**src/logic/tja_defs.vh**
```
/*
 * Constants of the tributary justification adapter: frame geometry,
 * elastic store sizing, register map and timing figures.
 * Assumes inclusion by bare name from the adapter design files.
 */
`ifndef TJA_DEFS_VH
`define TJA_DEFS_VH

// ---------------------------------------------------------------
// aggregate frame geometry (bit interleaved, four timeslots)
// ---------------------------------------------------------------
`define TJA_FRAME_LAST 12'h0B6F
`define TJA_SET_BITS 12'h01E8
`define TJA_SET_LAST 3'h5
`define TJA_OVH_END 12'h0010
`define TJA_CBIT_END 12'h0004
`define TJA_JBIT_END 12'h0008
`define TJA_VOTE_MAJ 3'h3

// ---------------------------------------------------------------
// bit kinds within the own timeslot
// ---------------------------------------------------------------
`define TJA_KIND_NONE 2'h0
`define TJA_KIND_DATA 2'h1
`define TJA_KIND_CTRL 2'h2
`define TJA_KIND_JOPP 2'h3

// ---------------------------------------------------------------
// elastic store and read clock
// ---------------------------------------------------------------
`define TJA_FIFO_AW 6
`define TJA_FIFO_DEPTH 64
`define TJA_FIFO_HALF 7'h20
`define TJA_NCO_STEP 16'h07E7

// ---------------------------------------------------------------
// register map
// ---------------------------------------------------------------
`define TJA_REG_CTRL 8'h00
`define TJA_REG_STATUS 8'h04
`define TJA_CTRL_SNK_ACT 0
`define TJA_CTRL_SRC_ACT 1
`define TJA_CTRL_SLOT_LSB 2
`define TJA_CTRL_RESET 4'h0
`define TJA_ST_ALARM 0
`define TJA_ST_SSF 1
`define TJA_ST_JUST 2
`define TJA_ST_SNK_FILL 8
`define TJA_ST_SRC_FILL 16

// ---------------------------------------------------------------
// timing
// ---------------------------------------------------------------
`define TJA_PCLK_MHZ 10
`define TJA_AIS_TIME_US 900

`endif

```
**src/logic/tja_adapter.v**
```verilog
/*
 * Tributary justification adapter: sink demaps one 34 Mbit/s
 * tributary timeslot from the aggregate frame, source maps one in.
 * Assumes link clocks far slower than pclk; APB register access.
 */
// Our own choices: the address map and the APB slave port.
//
// Behaviour
// J bit is data when C majority zero
// majority vote over five control bits
// sink store written by gapped aggregate clock
// sink store read by smoothed even clock
// sink store sized against offset and jitter
// sink recovers after frequency step, bounded time
// one selected timeslot of four per instance
// inactive sink sends ones, reports nothing (tributary_server_fail still follows trail fail while inactive)
// trail fail raises alarm and signal fail
// alarm clear restores data within limit
// source places tributary into selected timeslot
// source store written by tributary clock
// source store read under aggregate timing
// justification skips one read, J empty
// source writes five control bits per frame
// source store tolerant of offset, jitter
// source drives timeslot only when active
// only one source active per access point
`timescale 1ns/1ns
`include "tja_defs.vh"

module tja_adapter #(
    parameter AIS_CYCLES = `TJA_AIS_TIME_US * `TJA_PCLK_MHZ
) (
    input wire pclk,
    input wire presetn,
    input wire clk_en,
    input wire psel,
    input wire penable,
    input wire pwrite,
    input wire [7:0] paddr,
    input wire [31:0] pwdata,
    output reg [31:0] prdata,
    output reg pready,
    output reg pslverr,
    input wire aggregate_adapted_data,
    input wire aggregate_adapted_clock,
    input wire aggregate_frame_start,
    input wire aggregate_trail_fail,
    output reg tributary_out_data,
    output reg tributary_out_clock,
    output reg tributary_server_fail,
    input wire tributary_in_data,
    input wire tributary_in_clock,
    input wire aggregate_timing_clock,
    input wire aggregate_timing_frame_start,
    output reg src_aggregate_data,
    output reg src_aggregate_clock,
    output reg src_aggregate_frame_start,
    output reg src_aggregate_drive_n
);

localparam S_FAIL = 2'h0;
localparam S_PRIME = 2'h1;
localparam S_RUN = 2'h2;

// ---------------------------------------------------------------
// functions
// ---------------------------------------------------------------
function [11:0] tja_next_pos;
    input [11:0] pos;
    input fs;
    begin
        if (fs || pos == `TJA_FRAME_LAST)
            tja_next_pos = 12'h000;
        else
            tja_next_pos = pos + 12'h001;
    end
endfunction

function [1:0] tja_kind;
    input [11:0] pos;
    input [1:0] slot;
    integer k;
    reg [31:0] t;
    reg [11:0] off;
    reg [2:0] set;
    begin
        set = 3'h0;
        off = pos;
        for (k = 1; k <= `TJA_SET_LAST; k = k + 1) begin
            t = pos - k * `TJA_SET_BITS;
            if (pos >= k * `TJA_SET_BITS) begin
                set = k[2:0];
                off = t[11:0];
            end
        end
        if (off[1:0] != slot)
            tja_kind = `TJA_KIND_NONE;
        else if (set == 3'h0 && off < `TJA_OVH_END)
            tja_kind = `TJA_KIND_NONE;
        else if (set != 3'h0 && off < `TJA_CBIT_END)
            tja_kind = `TJA_KIND_CTRL;
        else if (set == `TJA_SET_LAST && off < `TJA_JBIT_END)
            tja_kind = `TJA_KIND_JOPP;
        else
            tja_kind = `TJA_KIND_DATA;
    end
endfunction

// ---------------------------------------------------------------
// input synchronisers and link clock edges
// ---------------------------------------------------------------
reg [7:0] sync1;
reg [7:0] sync2;
reg [2:0] clk_prev;
wire [7:0] pins_in = {aggregate_timing_frame_start, aggregate_timing_clock,
                      tributary_in_data, tributary_in_clock,
                      aggregate_trail_fail, aggregate_frame_start,
                      aggregate_adapted_data, aggregate_adapted_clock};

always @(posedge pclk or negedge presetn) begin
    if (!presetn) begin
        sync1 <= 8'h00;
        sync2 <= 8'h00;
        clk_prev <= 3'h0;
    end else if (clk_en) begin
        sync1 <= pins_in;
        sync2 <= sync1;
        clk_prev <= {sync2[6], sync2[4], sync2[0]};
    end
end

wire agg_rise = sync2[0] & ~clk_prev[0];
wire trib_rise = sync2[4] & ~clk_prev[1];
wire tim_rise = sync2[6] & ~clk_prev[2];
wire agg_data = sync2[1];
wire agg_fs = sync2[2];
wire agg_tsf = sync2[3];

// ---------------------------------------------------------------
// control register
// ---------------------------------------------------------------
reg snk_act;
reg src_act;
reg [1:0] slot;

// ---------------------------------------------------------------
// sink: justification control interpretation
// ---------------------------------------------------------------
reg [11:0] snk_pos;
reg [2:0] snk_votes;
reg snk_just;
reg [1:0] snk_state;
reg [31:0] prime_cnt;
reg [15:0] nco_acc;
wire [11:0] snk_cur = tja_next_pos(snk_pos, agg_fs);
wire [1:0] snk_kind = tja_kind(snk_cur, slot);
wire snk_j_data = (snk_votes < `TJA_VOTE_MAJ);
wire snk_rdata;
wire [`TJA_FIFO_AW:0] snk_fill;
wire snk_empty;
wire snk_full;
wire snk_fail_in = agg_tsf | ~snk_act;

// gapped write: no pulse at overhead, C or stuffed J
wire snk_wr = agg_rise && snk_state != S_FAIL &&
              (snk_kind == `TJA_KIND_DATA ||
               (snk_kind == `TJA_KIND_JOPP && snk_j_data));

always @(posedge pclk or negedge presetn) begin
    if (!presetn) begin
        snk_pos <= 12'h000;
        snk_votes <= 3'h0;
        snk_just <= 1'b0;
    end else if (clk_en && agg_rise) begin
        snk_pos <= snk_cur;
        if (snk_cur == 12'h000)
            snk_votes <= 3'h0;
        else if (snk_kind == `TJA_KIND_CTRL)
            snk_votes <= snk_votes + {2'h0, agg_data};
        if (snk_kind == `TJA_KIND_JOPP)
            snk_just <= ~snk_j_data;
    end
end

// ---------------------------------------------------------------
// sink: smoothed read clock
// ---------------------------------------------------------------
wire [16:0] nco_step = {1'b0, `TJA_NCO_STEP} + {10'h000, snk_fill} -
                       {10'h000, `TJA_FIFO_HALF};
wire [16:0] nco_sum = {1'b0, nco_acc} + {1'b0, nco_step[15:0]};
wire nco_carry = nco_sum[16];
wire snk_rd = nco_carry && snk_state == S_RUN;
wire snk_slip = (snk_rd && snk_empty) || (snk_wr && snk_full);
wire snk_flush = (snk_state == S_FAIL) ||
                 (snk_state == S_RUN && snk_slip);

tja_elastic u_snk_store (
    .clk(pclk),
    .rst_n(presetn),
    .ce(clk_en),
    .flush(snk_flush),
    .wr(snk_wr),
    .wdata(agg_data),
    .rd(snk_rd),
    .rdata(snk_rdata),
    .fill(snk_fill),
    .empty(snk_empty),
    .full(snk_full)
);

// ---------------------------------------------------------------
// sink: alarm state and output
// ---------------------------------------------------------------
always @(posedge pclk or negedge presetn) begin
    if (!presetn) begin
        snk_state <= S_FAIL;
        prime_cnt <= 32'h0000_0000;
    end else if (clk_en) begin
        case (snk_state)
            S_FAIL: begin
                prime_cnt <= 32'h0000_0000;
                if (!snk_fail_in)
                    snk_state <= S_PRIME;
            end
            S_PRIME: begin
                prime_cnt <= prime_cnt + 32'h0000_0001;
                if (snk_fail_in)
                    snk_state <= S_FAIL;
                else if (snk_fill >= `TJA_FIFO_HALF ||
                         prime_cnt >= AIS_CYCLES - 1)
                    snk_state <= S_RUN;
            end
            S_RUN: begin
                prime_cnt <= 32'h0000_0000;
                if (snk_fail_in)
                    snk_state <= S_FAIL;
                else if (snk_slip)
                    snk_state <= S_PRIME;
            end
            default: begin
                snk_state <= S_FAIL;
            end
        endcase
    end
end

always @(posedge pclk or negedge presetn) begin
    if (!presetn) begin
        nco_acc <= 16'h0000;
        tributary_out_clock <= 1'b0;
        tributary_out_data <= 1'b1;
        tributary_server_fail <= 1'b0;
    end else if (clk_en) begin
        nco_acc <= nco_sum[15:0];
        tributary_out_clock <= nco_sum[15];
        tributary_server_fail <= agg_tsf;
        if (snk_fail_in || snk_state != S_RUN)
            tributary_out_data <= 1'b1;
        else if (snk_rd)
            tributary_out_data <= snk_rdata;
    end
end

// ---------------------------------------------------------------
// source: store and justification
// ---------------------------------------------------------------
reg [11:0] src_pos;
reg src_just;
wire [11:0] src_cur = tja_next_pos(src_pos, sync2[7]);
wire [1:0] src_kind = tja_kind(src_cur, slot);
wire src_rdata;
wire [`TJA_FIFO_AW:0] src_fill;
wire src_wr = trib_rise && src_act;
wire src_rd = tim_rise && src_act &&
              (src_kind == `TJA_KIND_DATA ||
               (src_kind == `TJA_KIND_JOPP && !src_just));

tja_elastic u_src_store (
    .clk(pclk),
    .rst_n(presetn),
    .ce(clk_en),
    .flush(~src_act),
    .wr(src_wr),
    .wdata(sync2[5]),
    .rd(src_rd),
    .rdata(src_rdata),
    .fill(src_fill),
    .empty(),
    .full()
);

always @(posedge pclk or negedge presetn) begin
    if (!presetn) begin
        src_pos <= 12'h000;
        src_just <= 1'b0;
        src_aggregate_data <= 1'b1;
        src_aggregate_clock <= 1'b1;
        src_aggregate_frame_start <= 1'b0;
        src_aggregate_drive_n <= 1'b1;
    end else if (clk_en) begin
        src_aggregate_clock <= ~sync2[6];
        if (tim_rise) begin
            src_aggregate_frame_start <= sync2[7] & src_act;
            src_pos <= src_cur;
            // low store: stuff this frame
            if (src_cur == 12'h000)
                src_just <= (src_fill < `TJA_FIFO_HALF);
            case (src_kind)
                `TJA_KIND_DATA: begin
                    src_aggregate_data <= src_rdata;
                    src_aggregate_drive_n <= ~src_act;
                end
                `TJA_KIND_CTRL: begin
                    src_aggregate_data <= src_just;
                    src_aggregate_drive_n <= ~src_act;
                end
                `TJA_KIND_JOPP: begin
                    src_aggregate_data <= src_just ? 1'b0 : src_rdata;
                    src_aggregate_drive_n <= ~src_act;
                end
                default: begin
                    src_aggregate_drive_n <= 1'b1;
                end
            endcase
        end
    end
end

// ---------------------------------------------------------------
// APB slave
// ---------------------------------------------------------------
wire apb_setup = psel && !penable;
wire apb_write = psel && penable && pready && pwrite;
wire apb_hit = (paddr == `TJA_REG_CTRL) || (paddr == `TJA_REG_STATUS);
reg [31:0] next_prdata;

always @* begin
    next_prdata = 32'h0000_0000;
    if (paddr == `TJA_REG_CTRL) begin
        next_prdata[`TJA_CTRL_SNK_ACT] = snk_act;
        next_prdata[`TJA_CTRL_SRC_ACT] = src_act;
        next_prdata[`TJA_CTRL_SLOT_LSB+1:`TJA_CTRL_SLOT_LSB] = slot;
    end else if (paddr == `TJA_REG_STATUS) begin
        // sink status hidden while the sink is inactive
        if (snk_act) begin
            next_prdata[`TJA_ST_ALARM] = (snk_state != S_RUN);
            next_prdata[`TJA_ST_SSF] = agg_tsf;
            next_prdata[`TJA_ST_JUST] = snk_just;
            next_prdata[`TJA_ST_SNK_FILL+`TJA_FIFO_AW:`TJA_ST_SNK_FILL] =
                snk_fill;
        end
        next_prdata[`TJA_ST_SRC_FILL+`TJA_FIFO_AW:`TJA_ST_SRC_FILL] =
            src_fill;
    end
end

always @(posedge pclk or negedge presetn) begin
    if (!presetn) begin
        pready <= 1'b0;
        pslverr <= 1'b0;
        prdata <= 32'h0000_0000;
        {slot, src_act, snk_act} <= `TJA_CTRL_RESET;
    end else if (clk_en) begin
        pready <= apb_setup;
        pslverr <= apb_setup && !apb_hit;
        if (apb_setup)
            prdata <= next_prdata;
        if (apb_write && paddr == `TJA_REG_CTRL) begin
            snk_act <= pwdata[`TJA_CTRL_SNK_ACT];
            src_act <= pwdata[`TJA_CTRL_SRC_ACT];
            slot <= pwdata[`TJA_CTRL_SLOT_LSB+1:`TJA_CTRL_SLOT_LSB];
        end
    end
end

endmodule // tja_adapter

```
**src/logic/tja_elastic.v**
```verilog
/*
 * One-bit wide elastic store used by sink and source paths.
 * Assumes write and read strobes are single pclk pulses.
 */
`timescale 1ns/1ns
`include "tja_defs.vh"

module tja_elastic (
    input wire clk,
    input wire rst_n,
    input wire ce,
    input wire flush,
    input wire wr,
    input wire wdata,
    input wire rd,
    output wire rdata,
    output wire [`TJA_FIFO_AW:0] fill,
    output wire empty,
    output wire full
);

reg [`TJA_FIFO_DEPTH-1:0] mem;
reg [`TJA_FIFO_AW:0] wptr;
reg [`TJA_FIFO_AW:0] rptr;

assign fill = wptr - rptr;
assign empty = (wptr == rptr);
assign full = (fill == `TJA_FIFO_DEPTH);
assign rdata = mem[rptr[`TJA_FIFO_AW-1:0]];

// ---------------------------------------------------------------
// pointers and storage
// ---------------------------------------------------------------
always @(posedge clk or negedge rst_n) begin
    if (!rst_n) begin
        mem <= {`TJA_FIFO_DEPTH{1'b0}};
        wptr <= {(`TJA_FIFO_AW+1){1'b0}};
        rptr <= {(`TJA_FIFO_AW+1){1'b0}};
    end else if (ce) begin
        if (flush) begin
            // drop contents, restart from empty
            rptr <= wptr;
        end else begin
            if (wr && !full) begin
                mem[wptr[`TJA_FIFO_AW-1:0]] <= wdata;
                wptr <= wptr + 1'b1;
            end
            if (rd && !empty) begin
                rptr <= rptr + 1'b1;
            end
        end
    end
end

endmodule // tja_elastic

```
**config.mk**
```make
export PLATFORM = sky130hd
export DESIGN_NAME = tja_adapter
export DESIGN_NICKNAME = d
export VERILOG_FILES = /design/src/logic/tja_adapter.v /design/src/logic/tja_elastic.v
export VERILOG_INCLUDE_DIRS = /design/src /design/src/logic
export SDC_FILE = /design/constraint.sdc
export NUM_CORES = 1
export LEC_CHECK = 0
export BUFFER_PORTS_ARGS = -buffer_cell sky130_fd_sc_hd__buf_2
export CAP_MARGIN = 5
export CORE_ASPECT_RATIO = 0.7
export CORE_MARGIN = 1.5
export CORE_UTILIZATION = 45
export DETAILED_ROUTE_END_ITERATION = 16
export GPL_TIMING_DRIVEN = 0
export PLACE_DENSITY = 0.67
export SLEW_MARGIN = 20
export SYNTH_ARGS = -nofsm -noshare
export SYNTH_HDL_FRONTEND = slang
export SYNTH_SLANG_ARGS = --single-unit
```
**constraint.sdc**
```tcl
create_clock -name pclk -period 15.4 [get_ports pclk]
set_clock_uncertainty 0.1 [all_clocks]
set_input_delay 0 -clock pclk [delete_from_list [all_inputs] [get_ports pclk]]
set_output_delay 0 -clock pclk [all_outputs]
set_load 0.02 [all_outputs]
```
# After elaboration in Yosys (flattened, before gate mapping)
# Index checks and enable logic that the tools add are counted.
[totals]
reg_bits = 285
inputBits = 54
output_inout_bits = 41
word_cells = 259
[classes]
add_sub_neg = 23
order_cmp = 26
n_eq_ne = 24
n_mux = 67
bitwise_logic = 13
reduce_logical = 76
[ops]
columns = ["cell", "n"]
rows = [
  ["$mux W12", 12],
  ["$bwmux W64", 2],
  ["$pmux W32 S2", 1],
  ["$mux W7", 9],
  ["$ge A12 B11 Y1 const B", 4],
  ["$sub A12 B11 Y12 const B", 4],
  ["$mux W3", 12],
  ["$add A32 B1 Y32 const B", 1],
  ["$ge A32 B14 Y1 const B", 1],
  ["$logic_and A1 B1 Y1", 30],
  ["$add A7 B1 Y7 const B", 4],
  ["$lt A6 B7 Y1 const B", 4],
  ["$mux W2", 14],
  ["$add A12 B1 Y12 const B", 2],
  ["$eq A12 B12 Y1 const B", 2],
  ["$ge A12 B10 Y1 const B", 2],
  ["$ge A12 B12 Y1 const B", 2],
  ["$ge A12 B9 Y1 const B", 2],
  ["$logic_not A12 Y1", 2],
  ["$lt A12 B3 Y1 const B", 2],
  ["$lt A12 B4 Y1 const B", 2],
  ["$lt A12 B5 Y1 const B", 2],
  ["$sub A12 B10 Y12 const B", 2],
  ["$sub A12 B12 Y12 const B", 2],
  ["other kinds (40)", 109],
]

# Longest topological paths before layout
# Gate-level depths: netlist of run 1.
[depth]
word_depth = 25
mapped_depth = 22
depth_no_buf = 21

# By module
# From an unflattened synthesis of run 1, not the netlist that was laid out.
[hier_totals]
hier_cells = 1965
area_unflattened_um2 = 18385.1
[by_module_without_submodules]
columns = ["module", "instances", "cells_each", "area_per_inst_um2", "seq_area_each_um2"]
rows = [
  ["tja_adapter", 1, 1105, 9666.8, 3208.1],
  ["tja_elastic at u_src_store", 1, 429, 4394.2, 1951.9],
  ["tja_elastic at u_snk_store", 1, 431, 4324.1, 1951.9],
]

# Least setup slack after synthesis of run 1
# Ideal clock, no wire load.
[synth_timing]
path_type = "register -> register"
from = "reg u_snk_store.rptr[1]"
to = "reg u_snk_store.mem[57]"
setup_ps = 125
arrival_ps = 5411
t_required_ps = 15175
setup_slack_ps = 9764
path_stages_with_launch = 22
path_buffers = 3
synth_period_minus_slack_ps = 5636
cell_sequence = "dfrtp_1 > clkbuf_1 > clkbuf_1 > inv_1 > fa_1 > inv_1 > ha_1 > inv_1 > fa_1 > a21o_1 > a21oi_1 > o21bai_1 > a21oi_1 > o21bai_1 > a211o_1 > a2111oi_0 > o31ai_1 > a21oi_1 > a21boi_1 > clkbuf_1 > nand3_1 > mux2_2"
[synth_via]
elab_chain_len = 11
elab_cells_between_ends = 16
cone_classes = "add/sub: 4; eq/ne: 2; bitwise: 1; reduce/logical: 9"
[synth_lines]
columns = ["item", "line", "rtl"]
rows = [
  ["start, declared", "tja_elastic.v:24", "reg [`TJA_FIFO_AW:0] rptr;"],
  ["start signal, assigned", "tja_elastic.v:38", "rptr <= {(`TJA_FIFO_AW+1){1'b0}};"],
  ["start signal, assigned", "tja_elastic.v:42", "rptr <= wptr;"],
  ["start signal, assigned", "tja_elastic.v:49", "rptr <= rptr + 1'b1;"],
  ["$sub A7 B7 Y7", "tja_elastic.v:26", "assign fill = wptr - rptr;"],
  ["$add A11 B7 Y12", "tja_adapter.v:188", "wire [16:0] nco_step = {1'b0, `TJA_NCO_STEP} + {10'h000, snk_fill} -"],
  ["$sub A12 B6 Y13", "tja_adapter.v:188", ""],
  ["$add A16 B16 Y17", "tja_adapter.v:190", "wire [16:0] nco_sum = {1'b0, nco_acc} + {1'b0, nco_step[15:0]};"],
  ["$logic_and A1 B1 Y1", "tja_adapter.v:192", "wire snk_rd = nco_carry && snk_state == S_RUN;"],
  ["$logic_and A1 B1 Y1", "tja_adapter.v:193", "wire snk_slip = (snk_rd && snk_empty) || (snk_wr && snk_full);"],
  ["$logic_or A1 B1 Y1", "tja_adapter.v:193", ""],
  ["$logic_and A1 B1 Y1", "tja_adapter.v:195", "(snk_state == S_RUN && snk_slip);"],
  ["$logic_or A1 B1 Y1", "tja_adapter.v:194", "wire snk_flush = (snk_state == S_FAIL) ||"],
  ["$not A1 Y1 (no source line)", "--", ""],
  ["$reduce_and A3 Y1 (no source line) (*)", "--", ""],
  ["end signal, assigned", "tja_elastic.v:36", "mem <= {`TJA_FIFO_DEPTH{1'b0}};"],
  ["end signal, assigned by index", "tja_elastic.v:45", "mem[wptr[`TJA_FIFO_AW-1:0]] <= wdata;"],
  ["end, declared", "tja_elastic.v:22", "reg [`TJA_FIFO_DEPTH-1:0] mem;"],
]
# Every way passes the cells marked *; elsewhere a longest branch is shown, timed or not.
# A chain may end at the register's enable or synchronous reset.

# Worst setup path after layout of run 1
[layout_timing]
from = "reg u_snk_store.rptr[1]"
to = "reg u_snk_store.mem[5]"
# The elaborated chain is that of the path after synthesis.

==> run summary, run 1 <==
Antenna diodes = 0
TritonCTS clock tree = done
Status = finished, final reports clean
Most common cell in the netlist = dfrtp_1
Die ar. = 0.0423 mm²
Antenna Nets Post-Route = 0
Postcts setup bufs = 0
Initial DRC Count = 1703
Unrepaired setup endpoints after global routing = no
Via count of the first global-routing pass = 15400
DR vias = 16300
Synth area leaders = dfrtp_1 38%, mux2_2 10%, nand2_1 4.0%
Final setup vio count = 0
DR vias/cell = 6.19
Rows = 61
Hold WC Path Type = in -> reg
Yosys top cell by area = dfrtp_1
Largest net degree at the start of global routing = 102
Final Hold Fails = 0
Grt ovf = 0
Die Height = 172 µm
Critical path fanouts, max = 10
Clock slew seen by the registers of the worst setup and hold paths = 0.07 ns
Post-DP HPWL = 39700 µm
Pwr dens = 149 mW/mm²
Clk Tree Root Cell = clkbuf_16
Area grow syn2layout = 13.9%
Total number of H-tree levels = 1
DRC = 0
Final Max Tran Viols = 0
Total CTS buffers = 30
GRT Overall Usage = 26.2%
Routed WL = 55100 µm
Max Root-Sink Buffers = 3
Fin Setup TNS = 0 ns
Fillers = 3592
Leakage = 0.00902 µW
Die W = 245 µm
# resized after CTS = 0
Initial core utilization = 46.1%
Max Freq = 0.122 GHz
Initial antenna violation count = 1
Data arrival, critical path = 8.56 ns
Synth cell count leaders = 280 x dfrtp_1, 199 x nand2_1, 167 x mux2_2
# port buffers = 51
GP Congestion = 0.978
Worst slack, placed = 7.49 ns
Setup ws final = 7.21 ns
DR pass1 iterations = 6
Core area = 0.0401 mm²
Flops & latches, synth = 284
First-pass GRT wire length = 87300 µm
Syn_area_per_cell = 9.50 µm²
Register area share after synthesis = 38.5%
Post-synth ARST share = 100%
Maximum VDD drop = 0.000118 V
Post-layout minimum cycle time = 8.19 ns
Slew HR = 22.8%
Share of cells above drive strength 1 = 17.5%
Synth top area share = 37.9%
Unique cell type count in the Yosys netlist = 94
Crit start category = flip-flop
Final critical-path share of the clock period = 53.2%
WL per Instance = 21.0 µm
Most used DFF post-synth = dfrtp_1
Netlist Area Pre-Place = 0.0185 mm²
EDFF count, synth = 0
Cell count after synthesis = 1943
Synth Warn # = 0
Final net count = 2180
Number of max-cap violations = 0
CP required = 15.77 ns
Slew @ Worst Pin = 1.14 ns
Crit path capture type = flip-flop
I/O Pins = 95
Critical path class = reg -> reg
Clk sink count = 284
Worst-Skew Late Latency = 0.62 ns
Hold buffers post-CTS = 26
## critical path: stages (launching register included)
cell and delay (ns):
dfrtp_1 0.34, clkbuf_1 0.62, clkbuf_1 0.62, inv_1 0.23
ha_1 0.37, a21oi_1 0.08, o21bai_1 0.24, a21o_1 0.19
a21oi_1 0.10, xnor2_1 0.72, nand4_1 0.29, xor2_1 0.23
ha_1 0.35, inv_1 0.06, o21bai_1 0.10, a211o_1 0.33
a2111oi_0 0.65, o31ai_1 0.34, a21oi_1 0.21, a21boi_1 0.71
clkbuf_1 0.52, nand4_1 0.25, mux2_2 0.33
## worst paths after layout
kind / startpoint / to / slack [ns] / depth (start not counted)
min: tributary_in_data / sync1[5]$_DFFE_PN0P_ / 0.07 / 3
max in group asynchronous: presetn / u_snk_store.mem[49]$_DFFE_PN0P_ / 13.61 / 6
max reg2reg: u_snk_store.rptr[1]$_DFFE_PN0P_ / u_snk_store.mem[5]$_DFFE_PN0P_ / 7.21 / 22
min reg2reg: prdata[0]$_DFFE_PN0P_ / prdata[0]$_DFFE_PN0P_ / 0.37 / 2
max: u_snk_store.rptr[1]$_DFFE_PN0P_ / u_snk_store.mem[5]$_DFFE_PN0P_ / 7.21 / 22
min in group asynchronous: presetn / src_pos[9]$_DFFE_PN0P_ / 0.41 / 4
## through the flow
stage               hold WS, ns  cell area (µm²)  cells  util (%)  power [µW]
floorplan                -0.396            18500   1956         -        1890
global placement          0.136            19400   2542      48.5        2190
detailed placement       -0.142            19600   2545      48.8        2250
CTS                      0.0436            21000   2627      52.5        3130
global route             0.0909            21000   2627      52.5        3320
finish                   0.0700            21000   2627      52.5        3140
## sequential cells by signal, summed over array words and instances, names as in the netlist, 7 cells and up
register / flops
snk_pos: 12
sync1: 8
u_src_store.rptr: 7
u_snk_store.wptr: 7
src_pos: 12
prime_cnt: 32
u_src_store.wptr: 7
prdata: 18
sync2: 8
u_snk_store.rptr: 7
u_src_store.mem: 64
nco_acc: 15
u_snk_store.mem: 64
## layout by cell type, fill, tap and decap left out, types with 14 or more instances in the layout
| cell | netlist | final |
|---|---|---|
| a211oi_1 | 15 | 15 |
| a21o_1 | 18 | 18 |
| a21oi_1 | 77 | 77 |
| a22o_1 | 14 | 14 |
| a31oi_1 | 18 | 18 |
| and2_1 | 16 | 16 |
| and3_1 | 20 | 20 |
| buf_2 | 6 | 56 |
| buf_4 | 14 | 14 |
| clkbuf_1 | 96 | 96 |
| clkbuf_16 | 0 | 30 |
| conb_1 | 1 | 14 |
| dfrtp_1 | 280 | 280 |
| dlygate4sd3_1 | 0 | 25 |
| ha_1 | 55 | 55 |
| inv_1 | 56 | 56 |
| mux2_2 | 167 | 167 |
| mux2i_1 | 27 | 27 |
| mux4_2 | 29 | 29 |
| nand2_1 | 199 | 199 |
| nand3_1 | 93 | 93 |
| nand4_1 | 63 | 63 |
| nor2_1 | 147 | 147 |
| nor2b_1 | 17 | 17 |
| nor3_1 | 46 | 43 |
| nor4_1 | 20 | 19 |
| o211ai_1 | 19 | 19 |
| o21ai_0 | 76 | 76 |
| or3_1 | 21 | 21 |
| xnor2_1 | 61 | 61 |
| xor2_1 | 37 | 37 |
## logic make-up after synthesis
group / synth area share (%)
other cells: 0.0203
buf+inv: 4.21
simple gates: 19.1
xor+xnor: 4.65
mux: 15.2
compound gates: 14.3
flops: 38.5
fa+ha+maj: 4.05
## area by class of cell
class | count | area [µm²] | share of cell area (%)
multi-input combinational | 1484 | 10700 | 50.7
tap | 535 | 669 | 3.18
clock inverter | 21 | 374 | 1.78
inverter | 61 | 229 | 1.09
timing repair buffer | 80 | 626 | 2.97
clock buffer | 35 | 810 | 3.85
buffer | 127 | 549 | 2.61
sequential | 284 | 7110 | 33.8
## power breakdown
| group | switching [µW] | leakage [µW] | internal, µW | total (µW) |
|---|---|---|---|---|
| logic | 816 | 0.00463 | 546 | 1360 |
| registers | 71.8 | 0.00382 | 836 | 908 |
| clock network | 335 | 0.000576 | 530 | 865 |
## layer usage
layer	global-route usage [%]	vias up	routed length [µm]
met3	4.76	87	4670
met1	40.3	8110	26100
met2	37.1	666	23100
met4	7.19	0	1260
met5	0	-	0
li1	-	7390	-
Note: power is estimated with default switching activity, not from simulation.
==> run 2, diff against run 1 <==
--- a/config.mk
+++ b/config.mk
@@ -13,7 +13,7 @@
 export CORE_UTILIZATION = 45
 export DETAILED_ROUTE_END_ITERATION = 16
 export GPL_TIMING_DRIVEN = 0
-export PLACE_DENSITY = 0.67
+export PLACE_DENSITY = 0.69
 export SLEW_MARGIN = 20
 export SYNTH_ARGS = -nofsm -noshare
 export SYNTH_HDL_FRONTEND = slang
==> constraint.sdc (replaced) <==
create_clock -name pclk -period 7.44 [get_ports pclk]
set_clock_uncertainty 0.1 [all_clocks]
set_input_delay 0 -clock pclk [delete_from_list [all_inputs] [get_ports pclk]]
set_output_delay 0 -clock pclk [all_outputs]
set_load 0.02 [all_outputs]
==> run 2 against run 1 <==
  * Sequential cell count did not move
  * Die area stayed put
  * Non-clock buffer count unchanged
  * Final area decreased by 1.2%
  * Clock-buffer cell count increased by 3
  * Wire length shrank 0.72%
  * Cell count down 0.23%
  * Clock power rose by 71%
  * Sequential share of layout area is 0.41 points higher
  * Power grew 98%
  * Critical path type unchanged
==> run summary, run 2 (synthesized netlist as in run 1, its figures left out) <==
Most common cell after layout, fill and taps aside = dfrtp_1
CP required = 7.79 ns (-7.98 ns)
Register share of total power = 30.4% (+1.4 points)
Largest net degree at the start of global routing = 98 (-3.9%)
Cell count of the worst reg-to-reg path = 21 (-4.5%)
R2R Path End = u_snk_store.mem[31]$_DFFE_PN0P_
Area grow syn2layout = 12.6%
Number of max-cap violations = 0 (unchanged)
Crit start category = flip-flop
Clock share of power = 23.9% (-3.7 points)
Post-DP HPWL = 39800 µm (+0.13%)
Routed WL = 54700 µm (-0.72%)
Int Power = 3710 µW (+94%)
Reg2Reg Setup Slack = 0.36 ns (-6.84 ns)
Net load switching power = 2490 µW (+100%)
Leakage = 0.00891 µW (-1.2%)
Total chip power = 6210 µW (+98%)
First-pass GRT wire length = 86500 µm (-0.92%)
Worst r2r src = u_snk_store.rptr[1]$_DFFE_PN0P_
Final Max Tran Viols = 0 (unchanged)
Slew @ Worst Pin = 1.07 ns (-0.0694 ns)
DR vias = 16300 (+0.098%)
Share of cells above drive strength 1 = 17.3% (-0.24 points)
Antenna diodes = 0 (unchanged)
CP startpoint = u_snk_store.rptr[1]$_DFFE_PN0P_
Hold WC Path Type = in -> reg
Status = finished, final reports clean
Die ar. = 0.0423 mm² (unchanged)
Clk sink count = 284 (unchanged)
GP Congestion = 0.991 (+1.4%)
Most frequent cells in the layout = 280 x dfrtp_1, 199 x nand2_1, 167 x mux2_2, 147 x nor2_1, 99 x clkbuf_1
Initial core utilization = 46.1% (unchanged)
Largest regs = u_snk_store.mem: 64 flops, u_src_store.mem: 64 flops, prime_cnt: 32 flops
Final net count = 2178 (-0.092%)
Hold Crit Start = clk_en
Die W = 245 µm (unchanged)
Initial antenna violation count = 0 (-1)
Final critical-path share of the clock period = 95.1% (+42 points)
I/O Pins = 95 (unchanged)
Unrepaired setup endpoints after global routing = no
Clk Tree Root Cell = clkbuf_16
Max Root-Sink Buffers = 3 (unchanged)
Critical path class = reg -> reg
DRC = 0 (unchanged)
Final hold slack = 0.0777 ns (+0.00775 ns)
GRT Overall Usage = 25.8% (-0.36 points)
Core area = 0.0401 mm² (unchanged)
# port buffers = 51 (unchanged)
Slew HR = 28.3% (+5.5 points)
Power share of the combinational group = 45.7% (+2.3 points)
Final Hold Fails = 0 (unchanged)
Critical path fanouts, max = 10 (unchanged)
Rows = 61 (unchanged)
Grt ovf = 0 (unchanged)
Total CTS buffers = 28 (-6.7%)
Pwr dens = 299 mW/mm² (+100%)
Data arrival, critical path = 7.43 ns (-1.13 ns)
WL per Instance = 20.9 µm (-0.50%)
Worst-Skew Late Latency = 0.57 ns (-0.05 ns)
Postcts setup bufs = 0 (unchanged)
DR pass1 iterations = 5 (-1)
Maximum VDD drop = 0.000287 V (+140%)
Final setup vio count = 0 (unchanged)
Via count of the first global-routing pass = 15400 (-0.12%)
Total number of H-tree levels = 1 (unchanged)
Fillers = 3623 (+0.86%)
Max Freq = 0.141 GHz (+16%)
Clock slew seen by the registers of the worst setup and hold paths = 0.07 ns (about the same)
Worst setup path end = u_snk_store.mem[31]$_DFFE_PN0P_
DR vias/cell = 6.21 (+0.33%)
TritonCTS clock tree = done
Post-layout minimum cycle time = 7.08 ns (-1.12 ns)
Die Height = 172 µm (unchanged)
Sw Ratio = 40.2% (+1.2 points)
Antenna Nets Post-Route = 0 (unchanged)
Initial DRC Count = 1631 (-4.2%)
Crit path capture type = flip-flop
[run 2: cell types whose count changed in the layout (fill, tap and decap cells not counted), sizes merged]
cell / change
buf: +1
bufinv: -6
clkbuf: +3
clkinv: -2
dlygate4sd3: -1
inv: -1
[run 2: final cells by class]
class                      instances  area [µm²]  share of cell area, %
multi-input combinational       1484       10700                   51.4
sequential                       284        7110                   34.2
clock buffer                      38         788                   3.79
tap                              535         669                   3.22
timing repair buffer              80         603                   2.90
buffer                           127         551                   2.65
inverter                          61         229                   1.10
clock inverter                    12         151                  0.728
[run 2: layer usage]
| metal | part of all wire (%) | GRT usage, % | vias to the layer above |
|---|---|---|---|
| li1 | - | - | 7376 |
| met1 | 46 | 39.0 | 8059 |
| met2 | 42 | 37.3 | 745 |
| met3 | 9.1 | 4.95 | 89 |
| met4 | 2.5 | 6.90 | 0 |
| met5 | 0 | 0 | - |
[run 2: worst max-delay path: stages (launching register included)]
cell	delay [ns]
dfrtp_1	0.36
clkbuf_2	0.34
clkbuf_2	0.40
inv_1	0.16
ha_1	0.34
a21oi_1	0.07
o21bai_1	0.21
xor2_1	0.48
xor2_1	0.26
ha_1	0.30
a21oi_1	0.25
o21bai_1	0.18
a21oi_1	0.27
o21bai_1	0.13
a211o_1	0.32
a2111oi_1	0.68
o31ai_1	0.38
a21oi_1	0.23
a21boi_2	0.47
clkbuf_1	0.50
nand4_1	0.21
mux2_2	0.32
[run 2: per-stage QoR]
stage / cell area [µm²] / cells / TNS, ns / worst slack, ns / utilization (%)
after floorplan: 18500 / 1956 / 0 / 1.80 / -
after global placement: 19400 / 2542 / -16.39 / -0.362 / 48.5
after detailed placement: 19600 / 2547 / -23.72 / -0.489 / 48.9
after CTS: 20800 / 2621 / 0 / 0.228 / 51.9
after global routing: 20800 / 2621 / 0 / 0.109 / 51.9
final: 20800 / 2621 / 0 / 0.363 / 51.9
[run 2: power groups by stage]
stage / logic, µW / clock network, µW / registers, µW
floorplan: 2050 / 0 / 1870
global placement: 2630 / 0 / 1900
detailed placement: 2750 / 0 / 1910
CTS: 2800 / 1500 / 1880
global route: 3100 / 1570 / 1910
finish: 2840 / 1480 / 1890
[run 2: what timing repair did]
action                                  in CTS  in global routing
hold buffers                                24                  0
endpoints found under the setup margin      71                 61
hold endpoints to repair                   310                  0
gates cloned                                 0                  0
gates resized for setup                      5                  2
pin swaps                                    0                  0
[run 2: worst min-delay path by stage]
stage | endpoint | slack [ns] | cells past startpoint
after floorplan | clk_prev[0]$_DFFE_PN0P_ | -0.40 | 0
after global placement | sync1[5]$_DFFE_PN0P_ | 0.13 | 2
after detailed placement | snk_pos[10]$_DFFE_PN0P_ | -0.30 | 1
after CTS | nco_acc[13]$_DFFE_PN0P_ | 0.05 | 4
after global routing | sync1[5]$_DFFE_PN0P_ | 0.1 | 3
final | nco_acc[13]$_DFFE_PN0P_ | 0.08 | 4
==> run 3, diff against run 2 <==
--- a/config.mk
+++ b/config.mk
@@ -11,6 +11,7 @@
 export CORE_ASPECT_RATIO = 0.7
 export CORE_MARGIN = 1.5
 export CORE_UTILIZATION = 45
+export CTS_BUF_LIST = sky130_fd_sc_hd__clkbuf_8 sky130_fd_sc_hd__clkbuf_16
 export DETAILED_ROUTE_END_ITERATION = 16
 export GPL_TIMING_DRIVEN = 0
 export PLACE_DENSITY = 0.69
==> run 3 against run 2 <==
  * Combinational power about the same
  * Largest cell class unchanged
  * Sequential cell count unchanged
  * Setup slack about the same
  * Sequential share of layout area unchanged
  * Hold slack better by 0.0029 ns
  * Critical endpoint unchanged
  * Cell count unchanged
==> run summary, run 3 (synthesized netlist as in run 1, its figures left out) <==
Status = finished, final reports clean
Via count of the first global-routing pass = 15400 (unchanged)
Critical path fanouts, max = 10 (unchanged)
Critical path class = reg -> reg
Fin Setup TNS = 0 ns (unchanged)
Routed WL = 54700 µm (about the same)
DR vias = 16200 (-0.13%)
Initial DRC Count = 1617 (-0.86%)
Unrepaired setup endpoints after global routing = no
Total number of H-tree levels = 1 (unchanged)
Core area = 0.0401 mm² (unchanged)
Total chip power = 6200 µW (-0.16%)
Initial core utilization = 46.1% (unchanged)
Non-filler cells, final = 2621 (unchanged)
Footprint of the multi-input gates = 0.0107 mm² (unchanged)
Leakage = 0.00893 µW (+0.23%)
Final net count = 2178 (unchanged)
Placed cells = 2547 (unchanged)
Post-route cell area = 0.0208 mm² (unchanged)
DR vias/cell = 6.20 (-0.13%)
Reg2Reg Setup Slack = 0.36 ns (about the same)
TritonCTS clock tree = done
Post-layout minimum cycle time = 7.08 ns (-0.000235 ns)
FF+latch area = 0.00711 mm² (unchanged)
Cell Area, Placed = 0.0196 mm² (unchanged)
Max Freq = 0.141 GHz (about the same)
Crit start category = flip-flop
I/O Pins = 95 (unchanged)
Pwr dens = 298 mW/mm² (-0.16%)
Gr busiest metal = met1
Largest regs = u_snk_store.mem: 64 flops, u_src_store.mem: 64 flops, prime_cnt: 32 flops
Fillers = 3623 (unchanged)
Crit path capture type = flip-flop
CP required = 7.79 ns (about the same)
Most frequent cells in the layout = 280 x dfrtp_1, 199 x nand2_1, 167 x mux2_2, 147 x nor2_1, 94 x clkbuf_1
Die W = 245 µm (unchanged)
Met3 usage = 4.95% (unchanged)
First-pass GRT wire length = 86500 µm (unchanged)
Final Hold Fails = 0 (unchanged)
# port buffers = 51 (unchanged)
Die ar. = 0.0423 mm² (unchanged)
DR pass1 iterations = 6 (+1)
Data arrival, critical path = 7.43 ns (about the same)
Maximum VDD drop = 0.000288 V (+0.11%)
Slew HR = 28.4% (+0.13 points)
Antenna diodes = 0 (unchanged)
Clock slew seen by the registers of the worst setup and hold paths = 0.07 ns (about the same)
GRT Overall Usage = 25.8% (unchanged)
Hold WC Path Type = in -> reg
Worst-Skew Late Latency = 0.57 ns (about the same)
Antenna Nets Post-Route = 0 (unchanged)
Largest net degree at the start of global routing = 98 (unchanged)
Final hold slack = 0.0806 ns (+0.00288 ns)
Most common cell after layout, fill and taps aside = dfrtp_1
Number of max-cap violations = 0 (unchanged)
Share of cells above drive strength 1 = 17.3% (unchanged)
Postcts setup bufs = 0 (unchanged)
Final critical-path share of the clock period = 95.1% (about the same)
Post-DP HPWL = 39800 µm (unchanged)
Final setup vio count = 0 (unchanged)
Met2 Use GR = 37.3% (unchanged)
Die Height = 172 µm (unchanged)
Slew @ Worst Pin = 1.07 ns (-0.00198 ns)
WL per Instance = 20.9 µm (about the same)
Area grow syn2layout = 12.6% (unchanged)
DRC = 0 (unchanged)
Total CTS buffers = 28 (unchanged)
Met1 Use GR = 39.0% (unchanged)
Clk Tree Root Cell = clkbuf_16
GP Congestion = 0.991 (unchanged)
Max Root-Sink Buffers = 3 (unchanged)
Rows = 61 (unchanged)
Initial antenna violation count = 0 (unchanged)
Grt ovf = 0 (unchanged)
Clk sink count = 284 (unchanged)
Final Max Tran Viols = 0 (unchanged)
==> run 3: cell types whose count changed in the layout (fill, tap and decap cells not counted), sizes merged <==
cell    previous run  this run
clkbuf           137       132
inv               57        62
==> run 3: stage by stage <==
step | utilization [%] | setup slack [ns]
floorplan | - | 1.80
global placement | 48.5 | -0.362
detailed placement | 48.9 | -0.489
CTS | 51.9 | 0.228
global route | 51.9 | 0.109
finish | 51.9 | 0.363
==> run 3: worst max-delay path, cell delays in order (launching register included) <==
cell,delay [ns]
dfrtp_1,0.36
clkbuf_2,0.34
clkbuf_2,0.41
inv_1,0.16
ha_1,0.34
a21oi_1,0.07
o21bai_1,0.21
xor2_1,0.48
xor2_1,0.26
ha_1,0.30
a21oi_1,0.25
o21bai_1,0.18
a21oi_1,0.27
o21bai_1,0.13
a211o_1,0.32
a2111oi_1,0.68
o31ai_1,0.37
a21oi_1,0.22
a21boi_2,0.47
clkbuf_1,0.50
nand4_1,0.21
mux2_2,0.32
==> run 3: area by class of cell <==
type	count	share of cell area, %
repair buffers	80	2.90
flip-flops and latches	284	34.2
plain buffers	127	2.65
clock buffers	33	3.70
clock inverters	17	0.819
well taps	535	3.22
multi-input cells	1484	51.4
inverters	61	1.10
==> run 3: path summary, 6_finish.rpt <==
| path | cells after the start | from | endpoint |
|---|---|---|---|
| worst max-delay path | 21 | u_snk_store.rptr[1]$_DFFE_PN0P_ | u_snk_store.mem[31]$_DFFE_PN0P_ |
| worst min register to register | 1 | nco_acc[14]$_DFFE_PN0P_ | nco_acc[14]$_DFFE_PN0P_ |
| worst min-delay path | 4 | clk_en | nco_acc[13]$_DFFE_PN0P_ |
| min in group asynchronous | 3 | presetn | snk_pos[10]$_DFFE_PN0P_ |
| worst max register to register | 21 | u_snk_store.rptr[1]$_DFFE_PN0P_ | u_snk_store.mem[31]$_DFFE_PN0P_ |
| max in group asynchronous | 5 | presetn | u_snk_store.mem[29]$_DFFE_PN0P_ |
==> run 3: per-layer routing <==
metal	share of wire, %	vias to the layer above	wire length (µm)
met5	0	-	0
met4	2.5	0	1360
met3	9.1	92	5000
met2	42	744	23100
met1	46	8044	25200
li1	-	7368	-
==> run 3: what timing repair did <==
action	in CTS	in global routing
gates resized for setup	5	2
setup endpoints to repair	71	61
endpoints found under the hold margin	310	0
hold buffers	24	0
==> run 3: power by group <==
part | internal [µW] | total [µW] | leakage [µW] | switching (µW)
clock network | 839 | 1470 | 0.000481 | 636
registers | 1730 | 1890 | 0.00382 | 154
logic | 1140 | 2840 | 0.00464 | 1700
